<file path="config.mk">
export PLATFORM = sky130hd
export DESIGN_NAME = upc_port_ctrl
export DESIGN_NICKNAME = d
export VERILOG_FILES = /design/src/hw/upc_port_ctrl.v
export VERILOG_INCLUDE_DIRS = /design/src /design/src/hw
export SDC_FILE = /design/constraint.sdc
export NUM_CORES = 1
export LEC_CHECK = 0
export ABC_CLOCK_PERIOD_IN_PS = 2080
export BUFFER_PORTS_ARGS = -buffer_cell sky130_fd_sc_hd__buf_2
export CORE_AREA = 10 10 101 103
export DETAILED_ROUTE_END_ITERATION = 8
export DIE_AREA = 0 0 111 113
export GPL_TIMING_DRIVEN = 0
export HOLD_SLACK_MARGIN = 0.02
export PLACE_DENSITY_LB_ADDON = 0.12
export SYNTH_ARGS = -nofsm -noshare
export SYNTH_HDL_FRONTEND = slang
export SYNTH_SLANG_ARGS = --single-unit
</file>
<file path="constraint.sdc">
create_clock -name clock -period 2.08 [get_ports clock]
set_input_delay 0.208 -clock clock [delete_from_list [all_inputs] [get_ports clock]]
set_output_delay 0.208 -clock clock [all_outputs]
set_load 0.005 [all_outputs]
</file>
<file path="src/hw/upc_map.vh">
// Constants for the per-port UTOPIA control and cell interrupt block.
// Assumes a 32-bit APB slave with one register per aligned word.
`ifndef UPC_MAP_VH
`define UPC_MAP_VH
// ----------------------------------------
// Register indices (byte address is four times the index)
// ----------------------------------------
`define UPC_IDX_SUM_IND      8'h00
`define UPC_IDX_SUM_EN       8'h01
`define UPC_IDX_UCTL_ONE     8'h0D
`define UPC_IDX_UCTL_TWO     8'h0E
`define UPC_IDX_UDF2         8'h0F
`define UPC_IDX_TXEN         8'h28
`define UPC_IDX_RXEN         8'h29
`define UPC_IDX_TXIND        8'h2C
`define UPC_IDX_RXIND        8'h2D
`define UPC_IDX_TXSTAT       8'h2E
`define UPC_IDX_RXSTAT       8'h2F
`define UPC_IDX_PORTCTL      8'h40
// ----------------------------------------
// Reset values
// ----------------------------------------
`define UPC_RST_SUMEN        8'h00
`define UPC_RST_UCTL_ONE     8'h00
`define UPC_RST_TXEN         8'hFC
`define UPC_RST_RXEN         8'hFF
`define UPC_RST_PORTCTL      8'h00
`define UPC_RST_UCTL_TWO_HI  2'b10
`define UPC_RST_UDF2_HI      4'h0
`define UPC_ZERO8            8'h00
// ----------------------------------------
// Field positions
// ----------------------------------------
`define UPC_B_TXRST          7
`define UPC_B_RXRST          6
`define UPC_B_PARITY         2
`define UPC_F_FILL           1:0
`define UPC_B_UDIS           5
`define UPC_F_ADDR           4:0
`define UPC_B_ADDR_TOP       4
`define UPC_B_PLCP           4
`define UPC_B_TXSUM          1
`define UPC_B_RXSUM          0
`define UPC_B_LOCD           7
`define UPC_M_TXIND          8'hFC
`define UPC_M_RXIND          8'hEF
`define UPC_M_SUMEN          8'h13
`define UPC_B_PORTEN         0
`define UPC_B_CDEN           1
`define UPC_B_PINEN          2
`define UPC_B_UTOP16         3
`endif

</file>
<file path="src/hw/upc_port_ctrl.v">
// Per-port UTOPIA control registers and cell delineator interrupt logic, APB slave.
// Assumes synchronous status inputs from the cell logic and a single 250 MHz clock.
// How it works
// - Writing 1 to transmit reset pulses a transmit FIFO pointer clear.
// - Writing 1 to receive reset pulses a receive FIFO pointer clear.
// - Parity sense 1 selects even parity, 0 odd, for generate and check.
// - Fill code 00..11 means cell-available shows full after 1..4 more cells.
// - Output disable blocks all UTOPIA outputs; it is 1 after reset.
// - Port answers only when address pins equal its five-bit address.
// - Address resets to top bit 0 and low four bits the port index.
// - In 16-bit mode the UDF2 octet register is inserted; defaults to port.
// - Indication bits latch events only when their enable bit is set.
// - Summary tx/rx bits show any latched bit when enable bits 1/0 are set, clear when register read-cleared.
// - Summary bit 4 carries the convergence interrupt, gated by enable bit 4.
// - Summary interrupt reaches port status with the CDEN and PORTEN enables; the pin also needs PINEN.
// - Transmit enable bits 7..2 select six transmit events; reset FC.
// - Receive enable bits 7..0 select seven receive events, bit 4 reserved; reset FF.
// - Enabled cell interrupts combine onto the port delineator interrupt bit.
// - Transmit indications set on rising status edge; reading clears them.
// - Receive indication layout: LOCD, HEC det, HEC corr, reserved, then four.
// - Loss-of-delineation latches on either edge when enabled; read clears.
// - Lowest receive indication bit reports a non-zero flow field cell.
// - Bus conflict status asserts when another port shares this address.
`include "upc_map.vh"

module upc_port_ctrl #(
    parameter [3:0] PORT_INDEX = 4'h0
) (
    input  wire        clock,
    input  wire        arst_n,
    input  wire        psel,
    input  wire        penable,
    input  wire        pwrite,
    input  wire [11:0] paddr,
    input  wire [31:0] pwdata,
    output wire        pready,
    output reg  [31:0] prdata,
    output wire        pslverr,
    input  wire [5:0]  tx_status,
    input  wire [7:0]  rx_status,
    input  wire [4:0]  other_port_address,
    input  wire        other_port_valid,
    input  wire        convergence_frame_irq,
    input  wire [4:0]  tx_address_pins,
    input  wire [4:0]  rx_address_pins,
    output wire        tx_port_selected,
    output wire        rx_port_selected,
    output wire        utopia_output_enable,
    output wire        tx_fifo_pointer_clear,
    output wire        rx_fifo_pointer_clear,
    output wire        parity_sense_select,
    output wire [1:0]  tx_fill_threshold,
    output wire [2:0]  tx_fill_cells_minus_one,
    output wire [7:0]  rx_user_octet_two,
    output wire        rx_user_octet_insert,
    output wire        delineator_port_irq,
    output wire        port_summary_status,
    output wire        irq_pin_n,
    output wire        bus_conflict_status
);

    // ----------------------------------------
    // Register state
    // ----------------------------------------
    reg  [7:0] sum_en_q;
    reg  [7:0] uctl_one_q;
    reg  [5:0] uctl_two_q;
    reg  [7:0] udf2_q;
    reg  [7:0] tx_en_q;
    reg  [7:0] rx_en_q;
    reg  [7:0] tx_ind_q;
    reg  [7:0] rx_ind_q;
    reg  [7:0] tx_stat_q;
    reg  [7:0] rx_stat_q;
    reg  [3:0] port_ctl_q;
    reg        tx_clr_q;
    reg        rx_clr_q;
    reg  [7:0] tx_ind_d;
    reg  [7:0] rx_ind_d;

    wire [7:0] tx_src;
    wire [7:0] rx_src;
    wire [7:0] tx_rise;
    wire [7:0] rx_event;
    wire [7:0] sum_ind;
    wire [7:0] reg_index;
    wire       wr_en;
    wire       rd_en;
    wire       sum_active;

    function hit;
        input [7:0] idx;
        input [7:0] want;
        begin
            hit = (idx == want);
        end
    endfunction

    // ----------------------------------------
    // APB decode
    // ----------------------------------------
    // Zero wait states; only paddr[9:2] is decoded, so unmapped indices read zero and paddr[11:10] alias; no error is signalled.
    assign pready    = 1'b1;
    assign pslverr   = 1'b0;
    assign reg_index = paddr[9:2];
    assign wr_en     = psel & penable & pwrite;
    assign rd_en     = psel & penable & ~pwrite;

    // ----------------------------------------
    // Event sources
    // ----------------------------------------
    // Bus conflict is driven here rather than taken from outside.
    assign bus_conflict_status = other_port_valid & (other_port_address == uctl_two_q[`UPC_F_ADDR]);
    assign tx_src   = {tx_status[5:1], bus_conflict_status, 2'b00};
    assign rx_src   = {rx_status[7:5], 1'b0, rx_status[3:0]};
    assign tx_rise  = tx_src & ~tx_stat_q;
    // LOCD is dual-event; the rest are single-event rising edges.
    assign rx_event = (rx_src & ~rx_stat_q) |
                      ((rx_src ^ rx_stat_q) & (8'h01 << `UPC_B_LOCD));

    always @* begin
        tx_ind_d = tx_ind_q;
        rx_ind_d = rx_ind_q;
        // Read clears first; a coincident event wins so it is never lost.
        if (rd_en && hit(reg_index, `UPC_IDX_TXIND)) begin
            tx_ind_d = `UPC_ZERO8;
        end
        if (rd_en && hit(reg_index, `UPC_IDX_RXIND)) begin
            rx_ind_d = `UPC_ZERO8;
        end
        tx_ind_d = tx_ind_d | (tx_rise & tx_en_q & `UPC_M_TXIND);
        rx_ind_d = rx_ind_d | (rx_event & rx_en_q & `UPC_M_RXIND);
    end

    // ----------------------------------------
    // Summary and port interrupt
    // ----------------------------------------
    assign sum_ind = {3'b000, convergence_frame_irq & sum_en_q[`UPC_B_PLCP], 2'b00,
                      (|tx_ind_q) & sum_en_q[`UPC_B_TXSUM],
                      (|rx_ind_q) & sum_en_q[`UPC_B_RXSUM]};
    assign sum_active          = |sum_ind;
    assign delineator_port_irq = sum_active & port_ctl_q[`UPC_B_CDEN];
    assign port_summary_status = delineator_port_irq & port_ctl_q[`UPC_B_PORTEN];
    assign irq_pin_n           = ~(port_summary_status & port_ctl_q[`UPC_B_PINEN]);

    // ----------------------------------------
    // UTOPIA side controls
    // ----------------------------------------
    // Changing these while traffic runs is a software fault; no guard is built in.
    assign utopia_output_enable    = ~uctl_two_q[`UPC_B_UDIS];
    assign tx_port_selected        = (tx_address_pins == uctl_two_q[`UPC_F_ADDR]);
    assign rx_port_selected        = (rx_address_pins == uctl_two_q[`UPC_F_ADDR]);
    assign parity_sense_select     = uctl_one_q[`UPC_B_PARITY];
    assign tx_fill_threshold       = uctl_one_q[`UPC_F_FILL];
    assign tx_fill_cells_minus_one = {1'b0, uctl_one_q[`UPC_F_FILL]};
    assign rx_user_octet_two       = udf2_q;
    assign rx_user_octet_insert    = port_ctl_q[`UPC_B_UTOP16];
    assign tx_fifo_pointer_clear   = tx_clr_q;
    assign rx_fifo_pointer_clear   = rx_clr_q;

    // ----------------------------------------
    // Registers
    // ----------------------------------------
    always @(posedge clock or negedge arst_n) begin
        if (!arst_n) begin
            sum_en_q   <= `UPC_RST_SUMEN;
            uctl_one_q <= `UPC_RST_UCTL_ONE;
            // The port index is a parameter, so these stay constant reset loads.
            uctl_two_q <= {`UPC_RST_UCTL_TWO_HI, PORT_INDEX};
            udf2_q     <= {`UPC_RST_UDF2_HI, PORT_INDEX};
            tx_en_q    <= `UPC_RST_TXEN;
            rx_en_q    <= `UPC_RST_RXEN;
            tx_ind_q   <= `UPC_ZERO8;
            rx_ind_q   <= `UPC_ZERO8;
            tx_stat_q  <= `UPC_ZERO8;
            rx_stat_q  <= `UPC_ZERO8;
            port_ctl_q <= 4'h0;
            tx_clr_q   <= 1'b0;
            rx_clr_q   <= 1'b0;
        end else begin
            tx_ind_q  <= tx_ind_d;
            rx_ind_q  <= rx_ind_d;
            tx_stat_q <= tx_src;
            rx_stat_q <= rx_src;
            tx_clr_q  <= wr_en && hit(reg_index, `UPC_IDX_UCTL_ONE) && pwdata[`UPC_B_TXRST];
            rx_clr_q  <= wr_en && hit(reg_index, `UPC_IDX_UCTL_ONE) && pwdata[`UPC_B_RXRST];
            if (wr_en) begin
                case (reg_index)
                    `UPC_IDX_SUM_EN:    sum_en_q   <= pwdata[7:0] & `UPC_M_SUMEN;
                    `UPC_IDX_UCTL_ONE:  uctl_one_q <= {2'b00, 3'b000, pwdata[2:0]};
                    `UPC_IDX_UCTL_TWO:  uctl_two_q <= pwdata[5:0];
                    `UPC_IDX_UDF2:      udf2_q     <= pwdata[7:0];
                    `UPC_IDX_TXEN:      tx_en_q    <= pwdata[7:0] & `UPC_M_TXIND;
                    `UPC_IDX_RXEN:      rx_en_q    <= pwdata[7:0];
                    `UPC_IDX_PORTCTL:   port_ctl_q <= pwdata[3:0];
                    default: ;
                endcase
            end
        end
    end

    // ----------------------------------------
    // Read mux
    // ----------------------------------------
    always @* begin
        prdata = 32'h0000_0000;
        case (reg_index)
            `UPC_IDX_SUM_IND:    prdata[7:0] = sum_ind;
            `UPC_IDX_SUM_EN:     prdata[7:0] = sum_en_q;
            `UPC_IDX_UCTL_ONE:   prdata[7:0] = uctl_one_q;
            `UPC_IDX_UCTL_TWO:   prdata[5:0] = uctl_two_q;
            `UPC_IDX_UDF2:       prdata[7:0] = udf2_q;
            `UPC_IDX_TXEN:       prdata[7:0] = tx_en_q;
            `UPC_IDX_RXEN:       prdata[7:0] = rx_en_q;
            `UPC_IDX_TXIND:      prdata[7:0] = tx_ind_q;
            `UPC_IDX_RXIND:      prdata[7:0] = rx_ind_q;
            `UPC_IDX_TXSTAT:     prdata[7:0] = tx_stat_q;
            `UPC_IDX_RXSTAT:     prdata[7:0] = rx_stat_q;
            `UPC_IDX_PORTCTL:    prdata[3:0] = port_ctl_q;
            default:             prdata = 32'h0000_0000;
        endcase
    end

endmodule // upc_port_ctrl

</file>
* Word-level counts from Yosys, hierarchy flattened *
Index checks and enable logic that the tools add are counted.

storage, ports and cells
  register bits after elaboration = 69
  bits in latches = 0
  bits in writable memories = 0
  memory bits (read-only) = 0
  word-level logic and storage cells = 71
  memories = 0

operators by class
  add/sub/neg operators = 0
  multipliers = 0
  div/mod/pow operators = 0
  magnitude comparators = 0
  equality and inequality tests = 14
  shifts and indexed selects = 0
  multiplexer cells = 5
  bitwise gates (word level) = 23
  reduce and logical (&&, ||, !) cells = 16

operator list
  operator                                              count
  equality test 8 x 6 -> 1 bit (second input constant)  6
  case mux 4 bit (12 select lines)                      1
  bitwise AND 8 bit                                     4
  equality test 8 x 4 -> 1 bit (second input constant)  3
  bitwise OR 8 bit                                      3
  case mux 2 bit (10 select lines)                      1
  two-way mux 8 bit                                     2
  NOT 8 bit                                             2
  OR reduction 8 bit                                    2
  equality test 5 bit                                   3
  case mux 2 bit (7 select lines)                       1
  AND reduction 2 bit                                   7
  bitwise AND 1 bit                                     10
  equality test 8 x 1 -> 1 bit (second input constant)  1
  equality test 8 x 7 -> 1 bit (second input constant)  1
  logical NOT 8 bit                                     1
  XOR 8 bit                                             1
  logical AND 1 bit                                     5
  NOT 1 bit                                             3
  OR reduction 3 bit                                    1

* Longest topological paths before layout *
  depth after elaboration = 7
  depth in mapped cells = 6

* Worst setup path before layout *
OpenSTA, ideal clock, no wires.

  path kind = in2reg
  start point = input paddr[6]
  end point = register sum_en_q[0]
  library setup time = 0.127 ns
  arrival = 1.937 ns
  required time = 1.953 ns
  slack = 0.016 ns
  stages on the path = 5
  cell sequence = or3_1 clkbuf_1 or3_4 or4b_4 mux2_1

between the ends
  longest elaborated chain between the ends = 2

ends and longest elaborated chain
  what                                  RTL line             source
  from (decl)                           upc_port_ctrl.v:34   input wire [11:0] paddr,
  equality test 8 x 1 -> 1 bit          upc_port_ctrl.v:188  case (reg_index)
  AND reduction 2 bit (no source line)  n/a
  to (signal assigned)                  upc_port_ctrl.v:166  sum_en_q <= `UPC_RST_SUMEN;
  to (signal assigned)                  upc_port_ctrl.v:189  `UPC_IDX_SUM_EN: sum_en_q <= pwdata[7:0] & `UPC_M_SUMEN;
  to (decl)                             upc_port_ctrl.v:65   reg [7:0] sum_en_q;

No other way between the ends.
A chain may end at the register's enable or synchronous reset.

* Worst setup path in the final report *
  start point = register tx_ind_q[5]
  end point = output prdata[1]

between the ends
  longest elaborated chain between the ends = 3

ends and longest elaborated chain
  what                              RTL line             source
  from (decl)                       upc_port_ctrl.v:71   reg [7:0] tx_ind_q;
  from (signal assigned)            upc_port_ctrl.v:173  tx_ind_q <= `UPC_ZERO8;
  from (signal assigned)            upc_port_ctrl.v:181  tx_ind_q <= tx_ind_d;
  OR reduction 8 bit                upc_port_ctrl.v:139  (|tx_ind_q) & sum_en_q[`UPC_B_TXSUM],
  bitwise AND 1 bit                 upc_port_ctrl.v:139
  case mux 4 bit (12 select lines)  upc_port_ctrl.v:207  case (reg_index)
  to (decl)                         upc_port_ctrl.v:37   output reg [31:0] prdata,

No other way between the ends.

==> flow_summary.html <==
<table>
<tr><th>Metric</th><th>Value</th></tr>
<tr><th colspan="2">Run status</th></tr>
<tr><td>Status</td><td>finished, violations left</td></tr>
<tr><td>Violated checks</td><td>setup timing</td></tr>
<tr><th colspan="2">Floorplanning</th></tr>
<tr><td>Top-level I/O count</td><td>138</td></tr>
<tr><td>Floorplan core area</td><td>8130 sq um</td></tr>
<tr><td>Starting utilization of the core area</td><td>0.435</td></tr>
<tr><td>Vert. Die Dim</td><td>113 um</td></tr>
<tr><td>Die span in x</td><td>111 um</td></tr>
<tr><td>Core Rows</td><td>33</td></tr>
<tr><td>Area enclosed by the die boundary</td><td>12500 sq um</td></tr>
<tr><th colspan="2">Logic synthesis</th></tr>
<tr><td>Yosys warning count</td><td>0</td></tr>
<tr><td>Post-synthesis sequential area ratio</td><td>0.472</td></tr>
<tr><td>Post-synthesis cell type count</td><td>58</td></tr>
<tr><td>Share of the synthesized area in the top cell type</td><td>0.361</td></tr>
<tr><td>Number of enable-type register cells in the synthesized netlist</td><td>0</td></tr>
<tr><td>Post-synthesis cell area</td><td>3540 sq um</td></tr>
<tr><td>Synthesized instance count</td><td>308</td></tr>
<tr><td>Synthesized area per cell</td><td>11.5 sq um</td></tr>
<tr><td>Top cells by area in the synthesized netlist</td><td>sky130_fd_sc_hd__dfrtp_1, sky130_fd_sc_hd__dfstp_2, sky130_fd_sc_hd__mux2_2</td></tr>
<tr><td>Synth area leader</td><td>sky130_fd_sc_hd__dfrtp_1</td></tr>
<tr><td>Post-synthesis register bit count</td><td>66</td></tr>
<tr><td>Proportion of register bits with asynchronous set or reset after synthesis</td><td>1.00</td></tr>
<tr><td>Most used DFF post-synth</td><td>sky130_fd_sc_hd__dfrtp_1</td></tr>
<tr><th colspan="2">Global routing</th></tr>
<tr><td>Largest net degree at the start of global routing</td><td>67</td></tr>
<tr><td>Global-route usage over all layers</td><td>0.164</td></tr>
<tr><td>Global-route track usage on met3</td><td>0.0528</td></tr>
<tr><td>Met1 demand-to-capacity share in global routing</td><td>0.202</td></tr>
<tr><td>Sum of overflow across all layers after global routing</td><td>0</td></tr>
<tr><td>Number of global-route vias before repair</td><td>2958</td></tr>
<tr><td>Number of antenna violations at the first check in global routing</td><td>0</td></tr>
<tr><td>Wire length of the first global-routing pass</td><td>16500 um</td></tr>
<tr><td>GRT busiest layer</td><td>met2</td></tr>
<tr><td>Met2 usage in global routing</td><td>0.270</td></tr>
<tr><th colspan="2">Layout</th></tr>
<tr><td>Area used by sequential logic in the layout</td><td>1670 sq um</td></tr>
<tr><td>Area of all placed cells without fillers</td><td>4590 sq um</td></tr>
<tr><td>Total number of nets in the final design</td><td>520</td></tr>
<tr><td>Antenna diode count</td><td>0</td></tr>
<tr><td>Number of standard cells in the final layout excluding fillers</td><td>550</td></tr>
<tr><td>Number of fill cells in the layout</td><td>732</td></tr>
<tr><td>Area taken by multi-input logic gates</td><td>1750 sq um</td></tr>
<tr><td>Area added between synthesis and finish</td><td>29.9%</td></tr>
<tr><td>Layout cell share with drive strength beyond 1</td><td>0.429</td></tr>
<tr><th colspan="2">Placement</th></tr>
<tr><td>Cell total after placement</td><td>518</td></tr>
<tr><td>Placed cell areas</td><td>4160 sq um</td></tr>
<tr><td>Port Buffers</td><td>80</td></tr>
<tr><td>Worst-case setup slack after placement</td><td>-571 ps</td></tr>
<tr><td>Half-perimeter wire length of the detailed placement result</td><td>7940 um</td></tr>
<tr><td>Final GP Congestion</td><td>0.913</td></tr>
<tr><th colspan="2">STA</th></tr>
<tr><td>Unrepaired setup endpoints after global routing</td><td>true</td></tr>
<tr><td>Highest Clock Rate</td><td>383 MHz</td></tr>
<tr><td>Count of final max-slew check failures</td><td>0</td></tr>
<tr><td>Min Tclk post-route</td><td>2610 ps</td></tr>
<tr><td>Final hold violations</td><td>0</td></tr>
<tr><td>Final Cycle Share</td><td>1.26</td></tr>
<tr><td>Transition at the pin with the smallest max-transition slack</td><td>846 ps</td></tr>
<tr><td>Count of final setup violators</td><td>10</td></tr>
<tr><td>Rel. slew slack</td><td>0.436</td></tr>
<tr><td>Sum Neg Setup Slack</td><td>-2300 ps</td></tr>
<tr><td>Setup WS post-layout</td><td>-533 ps</td></tr>
<tr><td>Worst Clk Skew</td><td>2.05 ps</td></tr>
<tr><th colspan="2">CTS</th></tr>
<tr><td>Clock H-tree levels</td><td>3</td></tr>
<tr><td>Maximum clock path buffer count</td><td>2</td></tr>
<tr><td>Clock slew at reported path FFs</td><td>70 ps</td></tr>
<tr><td>Total clock buffers created by CTS</td><td>9</td></tr>
<tr><td>Latest clock arrival within the worst-skew pair</td><td>330 ps</td></tr>
<tr><td>CTS root buf</td><td>sky130_fd_sc_hd__clkbuf_8</td></tr>
<tr><td>CTS Sinks</td><td>66</td></tr>
<tr><td>Clock tree from TritonCTS</td><td>built</td></tr>
<tr><th colspan="2">Routing</th></tr>
<tr><td>Number of nets with antenna violations after detailed routing</td><td>0</td></tr>
<tr><td>Average routed wire per standard cell</td><td>19.4 um</td></tr>
<tr><td>Initial DRC Count</td><td>212</td></tr>
<tr><td>DRC violation count after routing</td><td>0</td></tr>
<tr><td>Count of vias placed by the detailed router</td><td>2854</td></tr>
<tr><td>Vias per cell</td><td>5.19</td></tr>
<tr><td>Initial DRT Pass Iterations</td><td>4</td></tr>
<tr><td>Wire length after detailed routing</td><td>10700 um</td></tr>
<tr><th colspan="2">Power</th></tr>
<tr><td>Max rail drop VDD</td><td>0.368 mV</td></tr>
<tr><td>Power density cells</td><td>623 nW/um^2</td></tr>
<tr><td>Leakage power figure</td><td>2.24 nW</td></tr>
<tr><td>Final Power</td><td>2.86 mW</td></tr>
<tr><th colspan="2">Setup path</th></tr>
<tr><td>Maximum fanout along the worst path</td><td>2</td></tr>
<tr><td>Worst stage delay on the critical path</td><td>550 ps</td></tr>
<tr><td>FF-to-FF Start</td><td>uctl_two_q[1]</td></tr>
<tr><td>Worst-path cell chain</td><td>or4_4 &gt; or4_4 &gt; a311o_1 &gt; a32o_2 &gt; buf_2</td></tr>
<tr><td>Critical Path Source Type</td><td>flip-flop</td></tr>
<tr><td>Worst setup path category</td><td>reg2out</td></tr>
<tr><td>Max stage delay cell, worst path</td><td>sky130_fd_sc_hd__or4_4</td></tr>
<tr><td>Critical Path RT</td><td>1870 ps</td></tr>
<tr><td>Most numerous cell on the critical path</td><td>sky130_fd_sc_hd__or4_4</td></tr>
<tr><td>Arrival time of data at the critical path endpoint</td><td>2400 ps</td></tr>
<tr><td>Kind of end point of the critical path</td><td>output pin</td></tr>
<tr><td>Launch point of the critical path</td><td>tx_ind_q[5]</td></tr>
<tr><th colspan="2">Min path</th></tr>
<tr><td>Source of the worst hold timing path</td><td>pwdata[7]</td></tr>
<tr><td>Hold crit path type</td><td>in2reg</td></tr>
<tr><th colspan="2">Job</th></tr>
<tr><td>Max-capacitance violation count</td><td>0</td></tr>
</table>
==> where the power goes <==
group	switching (mW)	total, mW	internal (mW)
clock network	0.479	1.10	0.620
registers	0.0468	1.38	1.34
logic	0.189	0.378	0.189
total	0.715	2.86	2.14
==> critical path: cells and delay by family (launching register included) <==
kind | cells | cell delay [ps]
and+or+nand+nor | 2 | 980
AOI/OAI and AO/OA | 2 | 550
DFF | 1 | 400
buffers and inverters | 1 | 130
==> logic make-up after synthesis <==
group,after synthesis,synth area share
AND/OR/NAND/NOR,77,0.130
buffers and inverters,45,0.0786
other,2,0.00212
AO/OA/AOI/OAI,47,0.107
XOR/XNOR,16,0.0396
flip-flops,66,0.472
multiplexers,55,0.171
==> cells in the final DEF, fill, tap and decap left out, types with 5 or more instances in the layout <==
master | Yosys | routed
sky130_fd_sc_hd__a21oi_1 | 5 | 5
sky130_fd_sc_hd__buf_2 | 0 | 83
sky130_fd_sc_hd__buf_4 | 29 | 34
sky130_fd_sc_hd__clkbuf_1 | 10 | 8
sky130_fd_sc_hd__clkbuf_8 | 0 | 11
sky130_fd_sc_hd__conb_1 | 2 | 27
sky130_fd_sc_hd__dfrtp_1 | 51 | 51
sky130_fd_sc_hd__dfstp_2 | 15 | 15
sky130_fd_sc_hd__dlygate4sd3_1 | 0 | 13
sky130_fd_sc_hd__mux2_1 | 13 | 13
sky130_fd_sc_hd__mux2_2 | 29 | 29
sky130_fd_sc_hd__mux2i_1 | 13 | 13
sky130_fd_sc_hd__nand2_1 | 20 | 20
sky130_fd_sc_hd__nand3_1 | 11 | 11
sky130_fd_sc_hd__nor3_1 | 8 | 7
sky130_fd_sc_hd__o2bb2ai_1 | 12 | 12
sky130_fd_sc_hd__xnor2_1 | 7 | 7
sky130_fd_sc_hd__xor2_1 | 9 | 9
==> timing repair <==
action,in CTS,in global routing
endpoints found under the hold margin,63,0
hold buffers,13,0
pin swaps,4,1
gates resized for setup,15,7
setup buffers,2,2
setup endpoints to repair,22,30
==> stage by stage <==
stage,util,hold WS (ps)
after floorplan,-,-87.6
after global placement,0.512,332
after detailed placement,0.512,333
after CTS,0.561,110
after global routing,0.565,120
final,0.565,117
==> path summary, 6_finish.rpt <==
path	depth (start not counted)	slack, ps	to
setup / recovery	5	-530	prdata[1]
hold / removal	2	120	tx_fifo_pointer_clear
setup reg to reg	4	700	tx_ind_q[2]
hold reg to reg	1	440	tx_ind_q[3]
max in group asynchronous	2	1010	port_ctl_q[1]
min in group asynchronous	2	520	rx_user_octet_two[7]
==> Yosys cell counts, types with 3 or more instances <==
library cell and instances:
sky130_fd_sc_hd__dfrtp_1 51, sky130_fd_sc_hd__buf_4 29, sky130_fd_sc_hd__mux2_2 29, sky130_fd_sc_hd__nand2_1 20
sky130_fd_sc_hd__dfstp_2 15, sky130_fd_sc_hd__mux2_1 13, sky130_fd_sc_hd__mux2i_1 13, sky130_fd_sc_hd__o2bb2ai_1 12
sky130_fd_sc_hd__nand3_1 11, sky130_fd_sc_hd__clkbuf_1 10, sky130_fd_sc_hd__xor2_1 9, sky130_fd_sc_hd__nor3_1 8
sky130_fd_sc_hd__xnor2_1 7, sky130_fd_sc_hd__a21oi_1 5, sky130_fd_sc_hd__nor2_1 4, sky130_fd_sc_hd__nor4_1 4
sky130_fd_sc_hd__or4_1 4, sky130_fd_sc_hd__a221oi_1 3, sky130_fd_sc_hd__and2_1 3, sky130_fd_sc_hd__buf_1 3
sky130_fd_sc_hd__inv_1 3, sky130_fd_sc_hd__nor2b_1 3, sky130_fd_sc_hd__o211ai_1 3
==> layer usage <==
metal  vias to the layer above  routed length, um
met3                        10                861
met2                       117               5150
li1                       1351                  -
met1                      1376               4570
met4                         0                108
met5                         -                  0
==> flip-flops by register name (all words and copies together), names as in the netlist, 3 cells and up <==
name and flops:
rx_en_q 8, rx_user_octet_two 8, rx_ind_q 7, rx_stat_q 7, tx_en_q 6, tx_ind_q 6, tx_stat_q 6, uctl_two_q 6
port_ctl_q 4, sum_en_q 3, uctl_one_q 3
==> final cells by class <==
class / instances / share of cell area
inverters: 3 / 0.00245
clock inverters: 2 / 0.00763
flip-flops and latches: 66 / 0.364
plain buffers: 41 / 0.0594
well taps: 105 / 0.0286
repair buffers: 97 / 0.123
clock buffers: 14 / 0.0354
multi-input cells: 222 / 0.380
Note: power is estimated with default switching activity, not from simulation.
